<file path="src/host_pin_pkg.sv">
// constants for the host port pin function mux
package host_pin_pkg;
    // ==================================================
    // pin group
    localparam int unsigned PIN_COUNT = 4;
    localparam int unsigned PIN_ADDR = 0;
    localparam int unsigned PIN_RW = 1;
    localparam int unsigned PIN_DS = 2;
    localparam int unsigned PIN_CS = 3;
    localparam int unsigned DATA_W = 8;
    // ==================================================
    // address bit positions carried by the shared pins
    localparam int unsigned ADDR_LO_BIT = 2;
    localparam int unsigned ADDR_UP_BIT_A = 9;
    localparam int unsigned ADDR_UP_BIT_B = 10;
    // ==================================================
    // per-pin gpio mode codes
    localparam logic [1:0] GPIO_OFF = 2'h0;
    localparam logic [1:0] GPIO_IN = 2'h1;
    localparam logic [1:0] GPIO_OUT = 2'h2;
    // ==================================================
    // reset values: polarity 0 means active low
    localparam logic POL_RST = 1'b0;
    localparam logic [1:0] MODE_RST = GPIO_OFF;
    localparam int unsigned SYNC_STAGES = 3;
endpackage : host_pin_pkg

</file>
<file path="src/gpio_bit.sv">
// one general-purpose port bit: input, output or disconnected
`timescale 1ns/1ps
module gpio_bit (
    // clock and reset
    input wire logic i_clk,
    input wire logic i_arst_n,
    input wire logic i_ce,
    // control
    input wire logic i_gpio_en,
    input wire logic [1:0] i_mode,
    input wire logic i_out_val,
    // pin side
    input wire logic i_pin_level,
    output logic o_pin_out,
    output logic o_pin_oe,
    // software view
    output logic o_in_val
);
    logic out_r;
    logic out_nxt;
    logic oe_r;
    logic oe_nxt;
    logic in_r;
    logic in_nxt;

    // ==================================================
    // next state
    always_comb begin
        out_nxt = 1'b0;
        oe_nxt = 1'b0;
        in_nxt = 1'b0;
        if (i_gpio_en) begin
            case (i_mode)
                host_pin_pkg::GPIO_OUT: begin
                    out_nxt = i_out_val;
                    oe_nxt = 1'b1;
                    in_nxt = i_out_val;
                end
                host_pin_pkg::GPIO_IN: begin
                    in_nxt = i_pin_level;
                end
                // disconnected: no drive, input reads zero
                default: begin
                    in_nxt = 1'b0;
                end
            endcase
        end
    end

    // ==================================================
    // registers
    always_ff @(posedge i_clk or negedge i_arst_n) begin
        if (!i_arst_n) begin
            out_r <= 1'b0;
            oe_r <= 1'b0;
            in_r <= 1'b0;
        end else if (i_ce) begin
            out_r <= out_nxt;
            oe_r <= oe_nxt;
            in_r <= in_nxt;
        end
    end

    assign o_pin_out = out_r;
    assign o_pin_oe = oe_r;
    assign o_in_val = in_r;
endmodule : gpio_bit

</file>
<file path="src/host_port_pin_function_mux.sv">
// pin function mux for the four shared host port pins and the muxed address/data byte
// How it works
// - host function on a non-multiplexed bus makes shared pin 0 the host address bit 2.
// - host function on a multiplexed bus makes shared pin 0 the upper host address bit 9.
// - host function on a multiplexed bus makes the chip-select pin the upper host address bit 10.
// - in gpio configuration port bits 10 to 13 are each set to input, output or disconnected.
// - after reset all pins are gpio disconnected, driving nothing and feeding no function.
// - host function with a single data strobe makes shared pin 1 the read/write direction input.
// - host function with two data strobes makes shared pin 1 the read strobe, polarity active low by default.
// - host function with a single data strobe makes shared pin 2 the data strobe, active low by default.
// - host function with two data strobes makes shared pin 2 the write strobe, active low by default.
// - host function on a non-multiplexed bus makes shared pin 3 the chip select, active low by default.
// - on a multiplexed bus the eight data pins carry low address and data, address strobe active low by default.
`timescale 1ns/1ps
module host_port_pin_function_mux #(
    parameter int unsigned NPINS = host_pin_pkg::PIN_COUNT,
    parameter int unsigned DW = host_pin_pkg::DATA_W
) (
    // clock, reset, enable
    input wire logic i_clk,
    input wire logic i_arst_n,
    input wire logic i_ce,
    // configuration
    input wire logic i_host_function_select,
    input wire logic i_muxed_bus,
    input wire logic i_double_strobe,
    input wire logic i_pol_read_strobe,
    input wire logic i_pol_write_strobe,
    input wire logic i_pol_data_strobe,
    input wire logic i_pol_chip_select,
    input wire logic i_pol_addr_strobe,
    // gpio control, port bits 10 to 13 at indices 0 to 3
    input wire logic [2*NPINS-1:0] i_gpio_mode,
    input wire logic [NPINS-1:0] i_gpio_out,
    output logic [NPINS-1:0] o_gpio_in,
    // shared pins
    input wire logic [NPINS-1:0] i_pin,
    output logic [NPINS-1:0] o_pin,
    output logic [NPINS-1:0] o_pin_oe,
    // address strobe and muxed address/data pins
    input wire logic i_addr_strobe_pin,
    input wire logic [DW-1:0] i_host_muxed_addr_data,
    // decoded host-bus controls, active high
    output logic o_host_addr_bit_two,
    output logic o_host_upper_addr_bit_nine,
    output logic o_host_upper_addr_bit_ten,
    output logic o_host_read_write_dir,
    output logic o_host_read_strobe,
    output logic o_host_write_strobe,
    output logic o_host_data_strobe,
    output logic o_host_chip_select,
    output logic o_host_addr_strobe,
    output logic [DW-1:0] o_host_low_addr,
    output logic [DW-1:0] o_host_data_in
);
    // ==================================================
    // synchronised pin levels
    logic [NPINS-1:0] lvl;
    logic as_lvl;
    logic [NPINS-1:0] gpio_oe;
    logic [NPINS-1:0] gpio_o;
    logic host_en;

    genvar g;
    generate
        for (g = 0; g < NPINS; g++) begin : g_pin
            pin_sync u_sync (
                .i_clk(i_clk),
                .i_arst_n(i_arst_n),
                .i_ce(i_ce),
                .i_pin(i_pin[g]),
                .o_level(lvl[g])
            );
            gpio_bit u_gpio (
                .i_clk(i_clk),
                .i_arst_n(i_arst_n),
                .i_ce(i_ce),
                .i_gpio_en(!i_host_function_select),
                .i_mode(i_gpio_mode[2*g+1:2*g]),
                .i_out_val(i_gpio_out[g]),
                .i_pin_level(lvl[g]),
                .o_pin_out(gpio_o[g]),
                .o_pin_oe(gpio_oe[g]),
                .o_in_val(o_gpio_in[g])
            );
        end
    endgenerate

    pin_sync u_as_sync (
        .i_clk(i_clk),
        .i_arst_n(i_arst_n),
        .i_ce(i_ce),
        .i_pin(i_addr_strobe_pin),
        .o_level(as_lvl)
    );

    // ==================================================
    // settle guard after reset
    localparam int unsigned SETTLE_N = host_pin_pkg::SYNC_STAGES + 1;
    localparam int unsigned SETTLE_W = $clog2(SETTLE_N + 1);

    logic [SETTLE_W-1:0] settle_r;
    logic [SETTLE_W-1:0] settle_nxt;
    logic settled;

    // no host function until the filters hold real pin levels; the gpio input path reads them at once
    // the filters reset to 0, which an active-low strobe would read as asserted
    always_comb begin
        settled = (settle_r == SETTLE_W'(SETTLE_N));
        settle_nxt = settle_r;
        // counter stops at its end value, only reset restarts it
        if (!settled) begin
            settle_nxt = settle_r + SETTLE_W'(1);
        end
    end

    always_ff @(posedge i_clk or negedge i_arst_n) begin
        if (!i_arst_n) begin
            settle_r <= '0;
        end else if (i_ce) begin
            settle_r <= settle_nxt;
        end
    end

    // ==================================================
    // polarity removed in one place, before any decode
    // pol 0 means active low, so the pin level is inverted
    logic rd_act;
    logic wr_act;
    logic ds_act;
    logic cs_act;
    logic as_act;
    assign rd_act = lvl[host_pin_pkg::PIN_RW] ^ ~i_pol_read_strobe;
    assign wr_act = lvl[host_pin_pkg::PIN_DS] ^ ~i_pol_write_strobe;
    assign ds_act = lvl[host_pin_pkg::PIN_DS] ^ ~i_pol_data_strobe;
    assign cs_act = lvl[host_pin_pkg::PIN_CS] ^ ~i_pol_chip_select;
    assign as_act = as_lvl ^ ~i_pol_addr_strobe;

    // host pins are inputs only, so the pins drive only in gpio output mode
    assign host_en = i_host_function_select && settled;
    assign o_pin = gpio_o;
    assign o_pin_oe = gpio_oe;

    // ==================================================
    // decoded controls
    logic a2_r;
    logic a2_nxt;
    logic a9_r;
    logic a9_nxt;
    logic a10_r;
    logic a10_nxt;
    logic rw_r;
    logic rw_nxt;
    logic rd_r;
    logic rd_nxt;
    logic wr_r;
    logic wr_nxt;
    logic ds_r;
    logic ds_nxt;
    logic cs_r;
    logic cs_nxt;
    logic as_r;
    logic as_nxt;
    logic [DW-1:0] la_r;
    logic [DW-1:0] la_nxt;
    logic [DW-1:0] din_r;
    logic [DW-1:0] din_nxt;

    // ==================================================
    // muxed byte: three stages plus agreement, like the control pins
    logic [DW-1:0] ad_s1_r;
    logic [DW-1:0] ad_s1_nxt;
    logic [DW-1:0] ad_s2_r;
    logic [DW-1:0] ad_s2_nxt;
    logic [DW-1:0] ad_s3_r;
    logic [DW-1:0] ad_s3_nxt;
    logic [DW-1:0] ad_lvl_r;
    logic [DW-1:0] ad_lvl_nxt;

    always_comb begin
        ad_s1_nxt = i_host_muxed_addr_data;
        ad_s2_nxt = ad_s1_r;
        ad_s3_nxt = ad_s2_r;
        ad_lvl_nxt = ad_lvl_r;
        // a byte caught mid-change is dropped, the last agreed byte stands
        if (ad_s2_r == ad_s3_r) begin
            ad_lvl_nxt = ad_s3_r;
        end
    end

    always_ff @(posedge i_clk or negedge i_arst_n) begin
        if (!i_arst_n) begin
            ad_s1_r <= '0;
            ad_s2_r <= '0;
            ad_s3_r <= '0;
            ad_lvl_r <= '0;
        end else if (i_ce) begin
            ad_s1_r <= ad_s1_nxt;
            ad_s2_r <= ad_s2_nxt;
            ad_s3_r <= ad_s3_nxt;
            ad_lvl_r <= ad_lvl_nxt;
        end
    end

    // ==================================================
    // host-bus decode

    always_comb begin
        a2_nxt = 1'b0;
        a9_nxt = 1'b0;
        a10_nxt = 1'b0;
        rw_nxt = 1'b0;
        rd_nxt = 1'b0;
        wr_nxt = 1'b0;
        ds_nxt = 1'b0;
        cs_nxt = 1'b0;
        as_nxt = 1'b0;
        la_nxt = la_r;
        din_nxt = din_r;
        if (host_en) begin
            if (i_muxed_bus) begin
                // pin 0 as upper address bit 9
                a9_nxt = lvl[host_pin_pkg::PIN_ADDR];
                // pin 3 as upper address bit 10
                a10_nxt = lvl[host_pin_pkg::PIN_CS];
                as_nxt = as_act;
                // latch low address while strobe active, data otherwise
                // byte and strobe pipes have equal depth, so an edge and its byte land together
                if (as_act) begin
                    la_nxt = ad_lvl_r;
                end else begin
                    din_nxt = ad_lvl_r;
                end
            end else begin
                // pin 0 as address bit 2
                a2_nxt = lvl[host_pin_pkg::PIN_ADDR];
                cs_nxt = cs_act;
                din_nxt = ad_lvl_r;
            end
            if (i_double_strobe) begin
                rd_nxt = rd_act;
                wr_nxt = wr_act;
            end else begin
                rw_nxt = lvl[host_pin_pkg::PIN_RW];
                ds_nxt = ds_act;
            end
        end
    end

    // ==================================================
    // registers
    always_ff @(posedge i_clk or negedge i_arst_n) begin
        if (!i_arst_n) begin
            a2_r <= 1'b0;
            a9_r <= 1'b0;
            a10_r <= 1'b0;
            rw_r <= 1'b0;
            rd_r <= 1'b0;
            wr_r <= 1'b0;
            ds_r <= 1'b0;
            cs_r <= 1'b0;
            as_r <= 1'b0;
            la_r <= '0;
            din_r <= '0;
        end else if (i_ce) begin
            a2_r <= a2_nxt;
            a9_r <= a9_nxt;
            a10_r <= a10_nxt;
            rw_r <= rw_nxt;
            rd_r <= rd_nxt;
            wr_r <= wr_nxt;
            ds_r <= ds_nxt;
            cs_r <= cs_nxt;
            as_r <= as_nxt;
            la_r <= la_nxt;
            din_r <= din_nxt;
        end
    end

    assign o_host_addr_bit_two = a2_r;
    assign o_host_upper_addr_bit_nine = a9_r;
    assign o_host_upper_addr_bit_ten = a10_r;
    assign o_host_read_write_dir = rw_r;
    assign o_host_read_strobe = rd_r;
    assign o_host_write_strobe = wr_r;
    assign o_host_data_strobe = ds_r;
    assign o_host_chip_select = cs_r;
    assign o_host_addr_strobe = as_r;
    assign o_host_low_addr = la_r;
    assign o_host_data_in = din_r;
endmodule : host_port_pin_function_mux

</file>
<file path="src/pin_sync.sv">
// three-stage synchroniser with second/third agreement filter
`timescale 1ns/1ps
module pin_sync (
    // clock and reset
    input wire logic i_clk,
    input wire logic i_arst_n,
    input wire logic i_ce,
    // pin in, filtered level out
    input wire logic i_pin,
    output logic o_level
);
    logic [2:0] stg_r;
    logic [2:0] stg_nxt;
    logic lvl_r;
    logic lvl_nxt;

    // ==================================================
    // next state
    always_comb begin
        stg_nxt = {stg_r[1:0], i_pin};
        lvl_nxt = lvl_r;
        // only stages two and three are compared, first stage is never looked at
        if (stg_r[1] == stg_r[2]) begin
            lvl_nxt = stg_r[2];
        end
    end

    // ==================================================
    // registers
    always_ff @(posedge i_clk or negedge i_arst_n) begin
        if (!i_arst_n) begin
            stg_r <= 3'h0;
            lvl_r <= 1'b0;
        end else if (i_ce) begin
            stg_r <= stg_nxt;
            lvl_r <= lvl_nxt;
        end
    end

    assign o_level = lvl_r;
endmodule : pin_sync
</file>
<file path="config.mk">
export PLATFORM = sky130hd
export DESIGN_NAME = host_port_pin_function_mux
export DESIGN_NICKNAME = d
export VERILOG_FILES = /design/src/host_pin_pkg.sv /design/src/gpio_bit.sv /design/src/host_port_pin_function_mux.sv /design/src/pin_sync.sv
export SDC_FILE = /design/constraint.sdc
export NUM_CORES = 1
export LEC_CHECK = 0
export ABC_AREA = 1
export BUFFER_PORTS_ARGS = -buffer_cell sky130_fd_sc_hd__buf_2
export CORE_ASPECT_RATIO = 2
export CORE_MARGIN = 4
export CORE_UTILIZATION = 30
export DETAILED_ROUTE_END_ITERATION = 12
export GPL_TIMING_DRIVEN = 0
export HOLD_SLACK_MARGIN = 0.15
export PLACE_DENSITY = 0.47
export SETUP_SLACK_MARGIN = 0.15
export SYNTH_ARGS = -nofsm -noshare
export SYNTH_HDL_FRONTEND = slang
export SYNTH_SLANG_ARGS = --single-unit
</file>
<file path="constraint.sdc">
create_clock -name i_clk -period 2 [get_ports i_clk]
set_clock_uncertainty 0.05 [all_clocks]
set_input_delay 0.1 -clock i_clk [delete_from_list [all_inputs] [get_ports i_clk]]
set_output_delay 0.1 -clock i_clk [all_outputs]
set_load 0.02 [all_outputs]
</file>
Yosys cells after proc, flatten, opt, wreduce, memory -nomap -nowiden. Cells that the tools add are included.

Register bits: 92. Latch bits: 0. RAM bits: 0. Bits in read-only memories: 0. Input port bits: 36. Word-level logic and storage cells: 120. Memories: 0.

Add/sub/neg operators: 1. Multiply operators: 0. Divide/modulo/power cells: 0. $lt $le $gt $ge: 0. Equality and inequality tests: 16. Shift-type cells: 0. Muxes and demuxes: 44. Bitwise operators: 11. Reductions and logical operators: 10.

Operators with widths (number): $mux W1 (38); $mux W8 (2); $reduce_and A2 Y1 (7); $eq A2 B1 Y1 const B (4); $eq A2 B2 Y1 const B (4); $eq A8 B8 Y1 (1); $pmux W1 S2 (4); $not A1 Y1 (6); $eq A1 B1 Y1 (5); $xor A1 B1 Y1 (5); $reduce_and A4 Y1 (1); $add A3 B1 Y3 const B (1); $eq A3 B3 Y1 const B (1); $reduce_and A3 Y1 (1); $ne A2 B2 Y1 const B (1); $logic_and A1 B1 Y1 (1).

Logic depth before layout (Yosys ltp).
Word-level depth: 4. Gate-level depth with buffers: 10.

Cells and area by module. Synthesis repeated with hierarchy kept, for this count alone.

Cells, all modules: 482. Area, all modules: 4137.7 sq um.

Modules (own cells, without submodules): host_port_pin_function_mux (instances 1, cells an instance 294, area each 2632.5 sq um, seq. area each 1501.4 sq um); pin_sync (instances 5, cells an instance 20, area each 163.9 sq um, seq. area each 100.1 sq um); gpio_bit (instances 4, cells an instance 22, area each 171.4 sq um, seq. area each 75.1 sq um).

Worst setup path before layout. Ideal clock, no wire load.

Path kind: register to register. From: reg settle_r[0]. To: reg la_r[6], in the netlist o_host_low_addr[6]. Arrival: 1.316 ns. Required time: 1.877 ns. Path slack: 0.561 ns. Cell stages (with the launch flop): 11. Buffers on the path: 2. Path through: dfrtp_1 -> inv_1 -> ha_1 -> nand2_1 -> inv_1 -> nand3_1 -> buf_6 -> nor2_8 -> buf_6 -> nor2_1 -> a21oi_2.

Longest elaborated chain between the ends: 3.

Ends and longest elaborated chain: from (decl) (RTL line host_port_pin_function_mux.sv:102) `logic [SETTLE_W-1:0] settle_r;`; from (signal assigned) (RTL line host_port_pin_function_mux.sv:121) `settle_r <= settle_nxt;`; $eq A3 B3 Y1 (RTL line host_port_pin_function_mux.sv:109) `settled = (settle_r == SETTLE_W'(SETTLE_N));`; $logic_and A1 B1 Y1 (RTL line host_port_pin_function_mux.sv:140) `assign host_en = i_host_function_select && settled;`; $reduce_and A4 Y1 (no source line); to (signal assigned) (RTL line host_port_pin_function_mux.sv:275) `la_r <= la_nxt;`; to (decl) (RTL line host_port_pin_function_mux.sv:164) `logic [DW-1:0] la_r;`.

No other way between the ends. A chain may end at the register's enable or synchronous reset.

Worst setup path in the final report. Same ends and word-level chain as after synthesis.

==> flow_results.xml <==
<?xml version="1.0" encoding="UTF-8"?>
<metrics>
  <group name="floorplanning">
    <metric name="coreArea" unit="mm²">0.0131</metric>
    <metric name="floorplan.initialDensity" unit="%">30.9</metric>
    <metric name="die-width" unit="µm">90.0</metric>
    <metric name="die_h" unit="µm">172</metric>
    <metric name="pin_count" unit="">73</metric>
    <metric name="num_rows" unit="">59</metric>
    <metric name="die_area" unit="mm²">0.0155</metric>
  </group>
  <group name="layout">
    <metric name="fin_cells" unit="">712</metric>
    <metric name="most_frequent_standard_cell_in_the_layout_excluding_fill_and_tap_cells" unit="">sky130_fd_sc_hd__nand2_1</metric>
    <metric name="syn2layout_area_growth" unit="%">31.1</metric>
    <metric name="fill_cells" unit="">1338</metric>
    <metric name="final_cell_area" unit="mm²">0.00529</metric>
    <metric name="layout-drive-gt1-share" unit="%">21.1</metric>
    <metric name="final_core_utilization" unit="%">40.4</metric>
    <metric name="layout.nets" unit="">601</metric>
    <metric name="antenna_cells" unit="">0</metric>
    <metric name="mostFrequentLayoutCells" unit="">sky130_fd_sc_hd__nand2_1 (127), sky130_fd_sc_hd__dfrtp_1 (92), sky130_fd_sc_hd__buf_2 (72)</metric>
  </group>
  <group name="cts">
    <metric name="h_tree_lvl_count" unit="">3</metric>
    <metric name="cts_hold_repair.buffers" unit="">36</metric>
    <metric name="cts-root-to-sink-buffers" unit="">2</metric>
    <metric name="resize_count_post_cts" unit="">0</metric>
    <metric name="tritoncts.num_buffers" unit="">9</metric>
    <metric name="cts.root.buffer_cell" unit="">sky130_fd_sc_hd__clkbuf_16</metric>
    <metric name="post_cts.repair.setup_buffers" unit="">0</metric>
    <metric name="worst_skew_pair.late_latency" unit="ns">0.35</metric>
    <metric name="tritoncts" unit="">built</metric>
    <metric name="path_clk_slew" unit="ns">0.07</metric>
    <metric name="clock_sinks" unit="">92</metric>
  </group>
  <group name="placed_design">
    <metric name="place_inst" unit="">660</metric>
    <metric name="place_congestion" unit="">0.769</metric>
    <metric name="hpwl" unit="µm">7090</metric>
    <metric name="io_buffer_count" unit="">72</metric>
    <metric name="place_area" unit="mm²">0.00461</metric>
    <metric name="detailedPlace.worstSlack" unit="ns">0.255</metric>
  </group>
  <group name="sta">
    <metric name="max_clock_freq" unit="MHz">585</metric>
    <metric name="timing.final.max_slew_violations" unit="">0</metric>
    <metric name="final_hold_viol_count" unit="">0</metric>
    <metric name="grt_setup_unrepaired" unit="">false</metric>
    <metric name="timing.setup.tns" unit="ns">0</metric>
    <metric name="slew_at_the_pin_closest_to_its_max_slew_limit" unit="ns">0.605</metric>
    <metric name="final_critical_path_setup_slack" unit="ns">0.292</metric>
    <metric name="layout_worst_path_cycle_share" unit="%">85.4</metric>
    <metric name="final_critical_path_time_including_i_o_delays_and_setup" unit="ns">1.71</metric>
    <metric name="final_setup_violation_count" unit="">0</metric>
    <metric name="timing.max_slew.rel_slack" unit="%">59.6</metric>
    <metric name="final.hold.worst_slack" unit="ns">0.166</metric>
  </group>
  <group name="pwr">
    <metric name="total_power" unit="mW">5.58</metric>
    <metric name="clk_network_pwr_share" unit="%">31.8</metric>
    <metric name="power_density" unit="mW/mm²">1060</metric>
    <metric name="net-switching-power" unit="mW">1.77</metric>
    <metric name="max_ir_drop_vdd" unit="V">0.000504</metric>
    <metric name="share_of_power_burned_in_combinational_logic" unit="%">24.1</metric>
    <metric name="cellInternalPower" unit="mW">3.82</metric>
    <metric name="power_switching_share" unit="%">31.7</metric>
    <metric name="sequentialPowerShare" unit="%">44.1</metric>
    <metric name="cellLeakagePower" unit="nW">2.77</metric>
  </group>
  <group name="logic_synthesis">
    <metric name="number_of_register_bits_inferred_by_synthesis" unit="">92</metric>
    <metric name="synth.yosys.seq_area_share" unit="%">57.1</metric>
    <metric name="postSynthCellCount" unit="">435</metric>
    <metric name="yosysUniqueCellTypes" unit="">31</metric>
    <metric name="yosysWarningCount" unit="">0</metric>
    <metric name="post_synth.cell_area_avg" unit="µm²">9.27</metric>
    <metric name="synth_area" unit="mm²">0.00403</metric>
    <metric name="postSynthNetCount" unit="">481</metric>
  </group>
  <group name="critical_path">
    <metric name="crit_required" unit="ns">2.22</metric>
    <metric name="timing.critical_path.arrival" unit="ns">1.93</metric>
    <metric name="crit_type" unit="">flip-flop to flip-flop</metric>
    <metric name="worst_path_largest_cell_delay" unit="ns">0.41</metric>
    <metric name="worstPathMaxFanout" unit="">10</metric>
    <metric name="crit_slowest_cell" unit="">sky130_fd_sc_hd__dfrtp_1</metric>
    <metric name="crit_path_cell_trace" unit="">inv_1, ha_1, nand2_1, inv_1, nand3_1, buf_6, nor2_8, buf_6, nor2_1, a21oi_2</metric>
    <metric name="timing.critical_path.to_type" unit="">flip-flop</metric>
    <metric name="worst_setup_path_start_kind" unit="">flip-flop</metric>
  </group>
  <group name="grt">
    <metric name="overflow" unit="">0</metric>
    <metric name="grt_antenna_before_repair" unit="">0</metric>
    <metric name="total_routing_usage_gr" unit="%">13.2</metric>
    <metric name="first_global_vias" unit="">3319</metric>
    <metric name="grt_pass1_wl" unit="µm">16200</metric>
    <metric name="grt_max_degree" unit="">68</metric>
  </group>
  <group name="routing">
    <metric name="initial_drt_pass_iterations" unit="">4</metric>
    <metric name="antenna_left" unit="">0</metric>
    <metric name="wl_per_cell" unit="µm">13.5</metric>
    <metric name="drtIter0Drc" unit="">105</metric>
    <metric name="drt-vias-per-instance" unit="">4.53</metric>
    <metric name="drc_errors" unit="">0</metric>
    <metric name="count_of_vias_placed_by_the_detailed_router" unit="">3228</metric>
    <metric name="finalWirelength" unit="µm">9650</metric>
  </group>
  <group name="job">
    <metric name="drv_cap" unit="">0</metric>
  </group>
  <group name="outcome">
    <metric name="run_status" unit="">finished clean</metric>
  </group>
  <group name="worst_hold_path">
    <metric name="min_path_type" unit="">input port to async pin</metric>
  </group>
</metrics>
[flip-flops by register name (all words and copies together), names as in the netlist, 3 cells and up]
| name | cells |
|---|---|
| g_pin.u_gpio.o_pin_out | 4 |
| g_pin.u_gpio.o_pin_oe | 4 |
| ad_s1_r | 8 |
| o_host_data_in | 8 |
| ad_s2_r | 8 |
| g_pin.u_gpio.o_in_val | 4 |
| settle_r | 3 |
| ad_s3_r | 8 |
| o_host_low_addr | 8 |
| g_pin.u_sync.stg_r | 12 |
| g_pin.u_sync.o_level | 4 |
| ad_lvl_r | 8 |
| u_as_sync.stg_r | 3 |
[metal layers]
layer	track usage, %	vias to the layer above	share of wire [%]	routed length [µm]
li1	-	1614	-	-
met1	14.9	1552	41	3980
met2	24.2	51	54	5170
met3	2.57	11	3.4	327
met4	5.60	0	1.8	172
met5	0	-	0	0
[path summary, 6_finish.rpt]
check | start | end | slack [ns] | cells after the start
setup / recovery | settle_r[0] | o_host_low_addr[6] | 0.29 | 10
hold / removal | i_arst_n | ad_s1_r[5] | 0.17 | 2
setup reg to reg | settle_r[0] | o_host_low_addr[6] | 0.29 | 10
hold reg to reg | settle_r[2] | settle_r[2] | 0.42 | 1
max in group asynchronous | i_arst_n | o_host_upper_addr_bit_nine | 1.07 | 3
min in group i_clk | i_ce | g_pin[0].u_sync.o_level | 0.17 | 4
[cells by family after synthesis]
logic type / Yosys count / synth area share, %
and+or+nand+nor: 168 / 16.8
DFF: 92 / 57.1
AOI/OAI and AO/OA: 88 / 13.6
buffers and inverters: 73 / 8.53
adders and majority gates: 10 / 3.10
xor gates and xnor gates: 4 / 0.869
[Yosys cell counts, drive strengths merged]
cell,number,share of area (%)
nand2,128,12
dfrtp,92,57
inv,46,4.3
o21ai,46,6.0
nor2,29,3.4
buf,20,3.6
a21oi,14,2.1
nand3,11,1.5
ha,10,3.1
o21bai,8,1.5
clkbuf,6,0.56
a211oi,4,0.74
a21o,4,0.74
a32o,4,0.99
o211ai,4,0.74
o31ai,4,0.74
xnor2,3,0.65
clkinv,1,0.12
xor2,1,0.22
[layout make-up]
cell class                      instances  area, µm²  area share [%]
Clock inverter                          5       60.1            1.14
Timing Repair Buffer                  109        751            14.2
Inverter                               47        178            3.36
Tap cell                              152        190            3.60
Buffer                                 26        166            3.15
Sequential cell                        92       2300            43.6
Clock buffer                           11        253            4.78
Multi-Input combinational cell        270       1390            26.2
[power groups by stage]
stage               clock network (mW)  logic, mW  registers, mW
floorplan                            0      0.676           2.67
finish                            1.78       1.35           2.46
global placement                     0       1.28           2.49
global route                      1.91       1.53           2.52
detailed placement                   0       1.32           2.50
CTS                               1.82       1.38           2.47
[critical path, delay by kind of cell (launching register included)]
| kind | cells | cell delay [ns] |
|---|---|---|
| AO/OA/AOI/OAI | 1 | 0.09 |
| adder cells (fa/ha/maj) | 1 | 0.14 |
| buffers and inverters | 4 | 0.52 |
| flip-flops | 1 | 0.41 |
| AND/OR/NAND/NOR | 4 | 0.43 |
(Power assumes the default switching activity.)
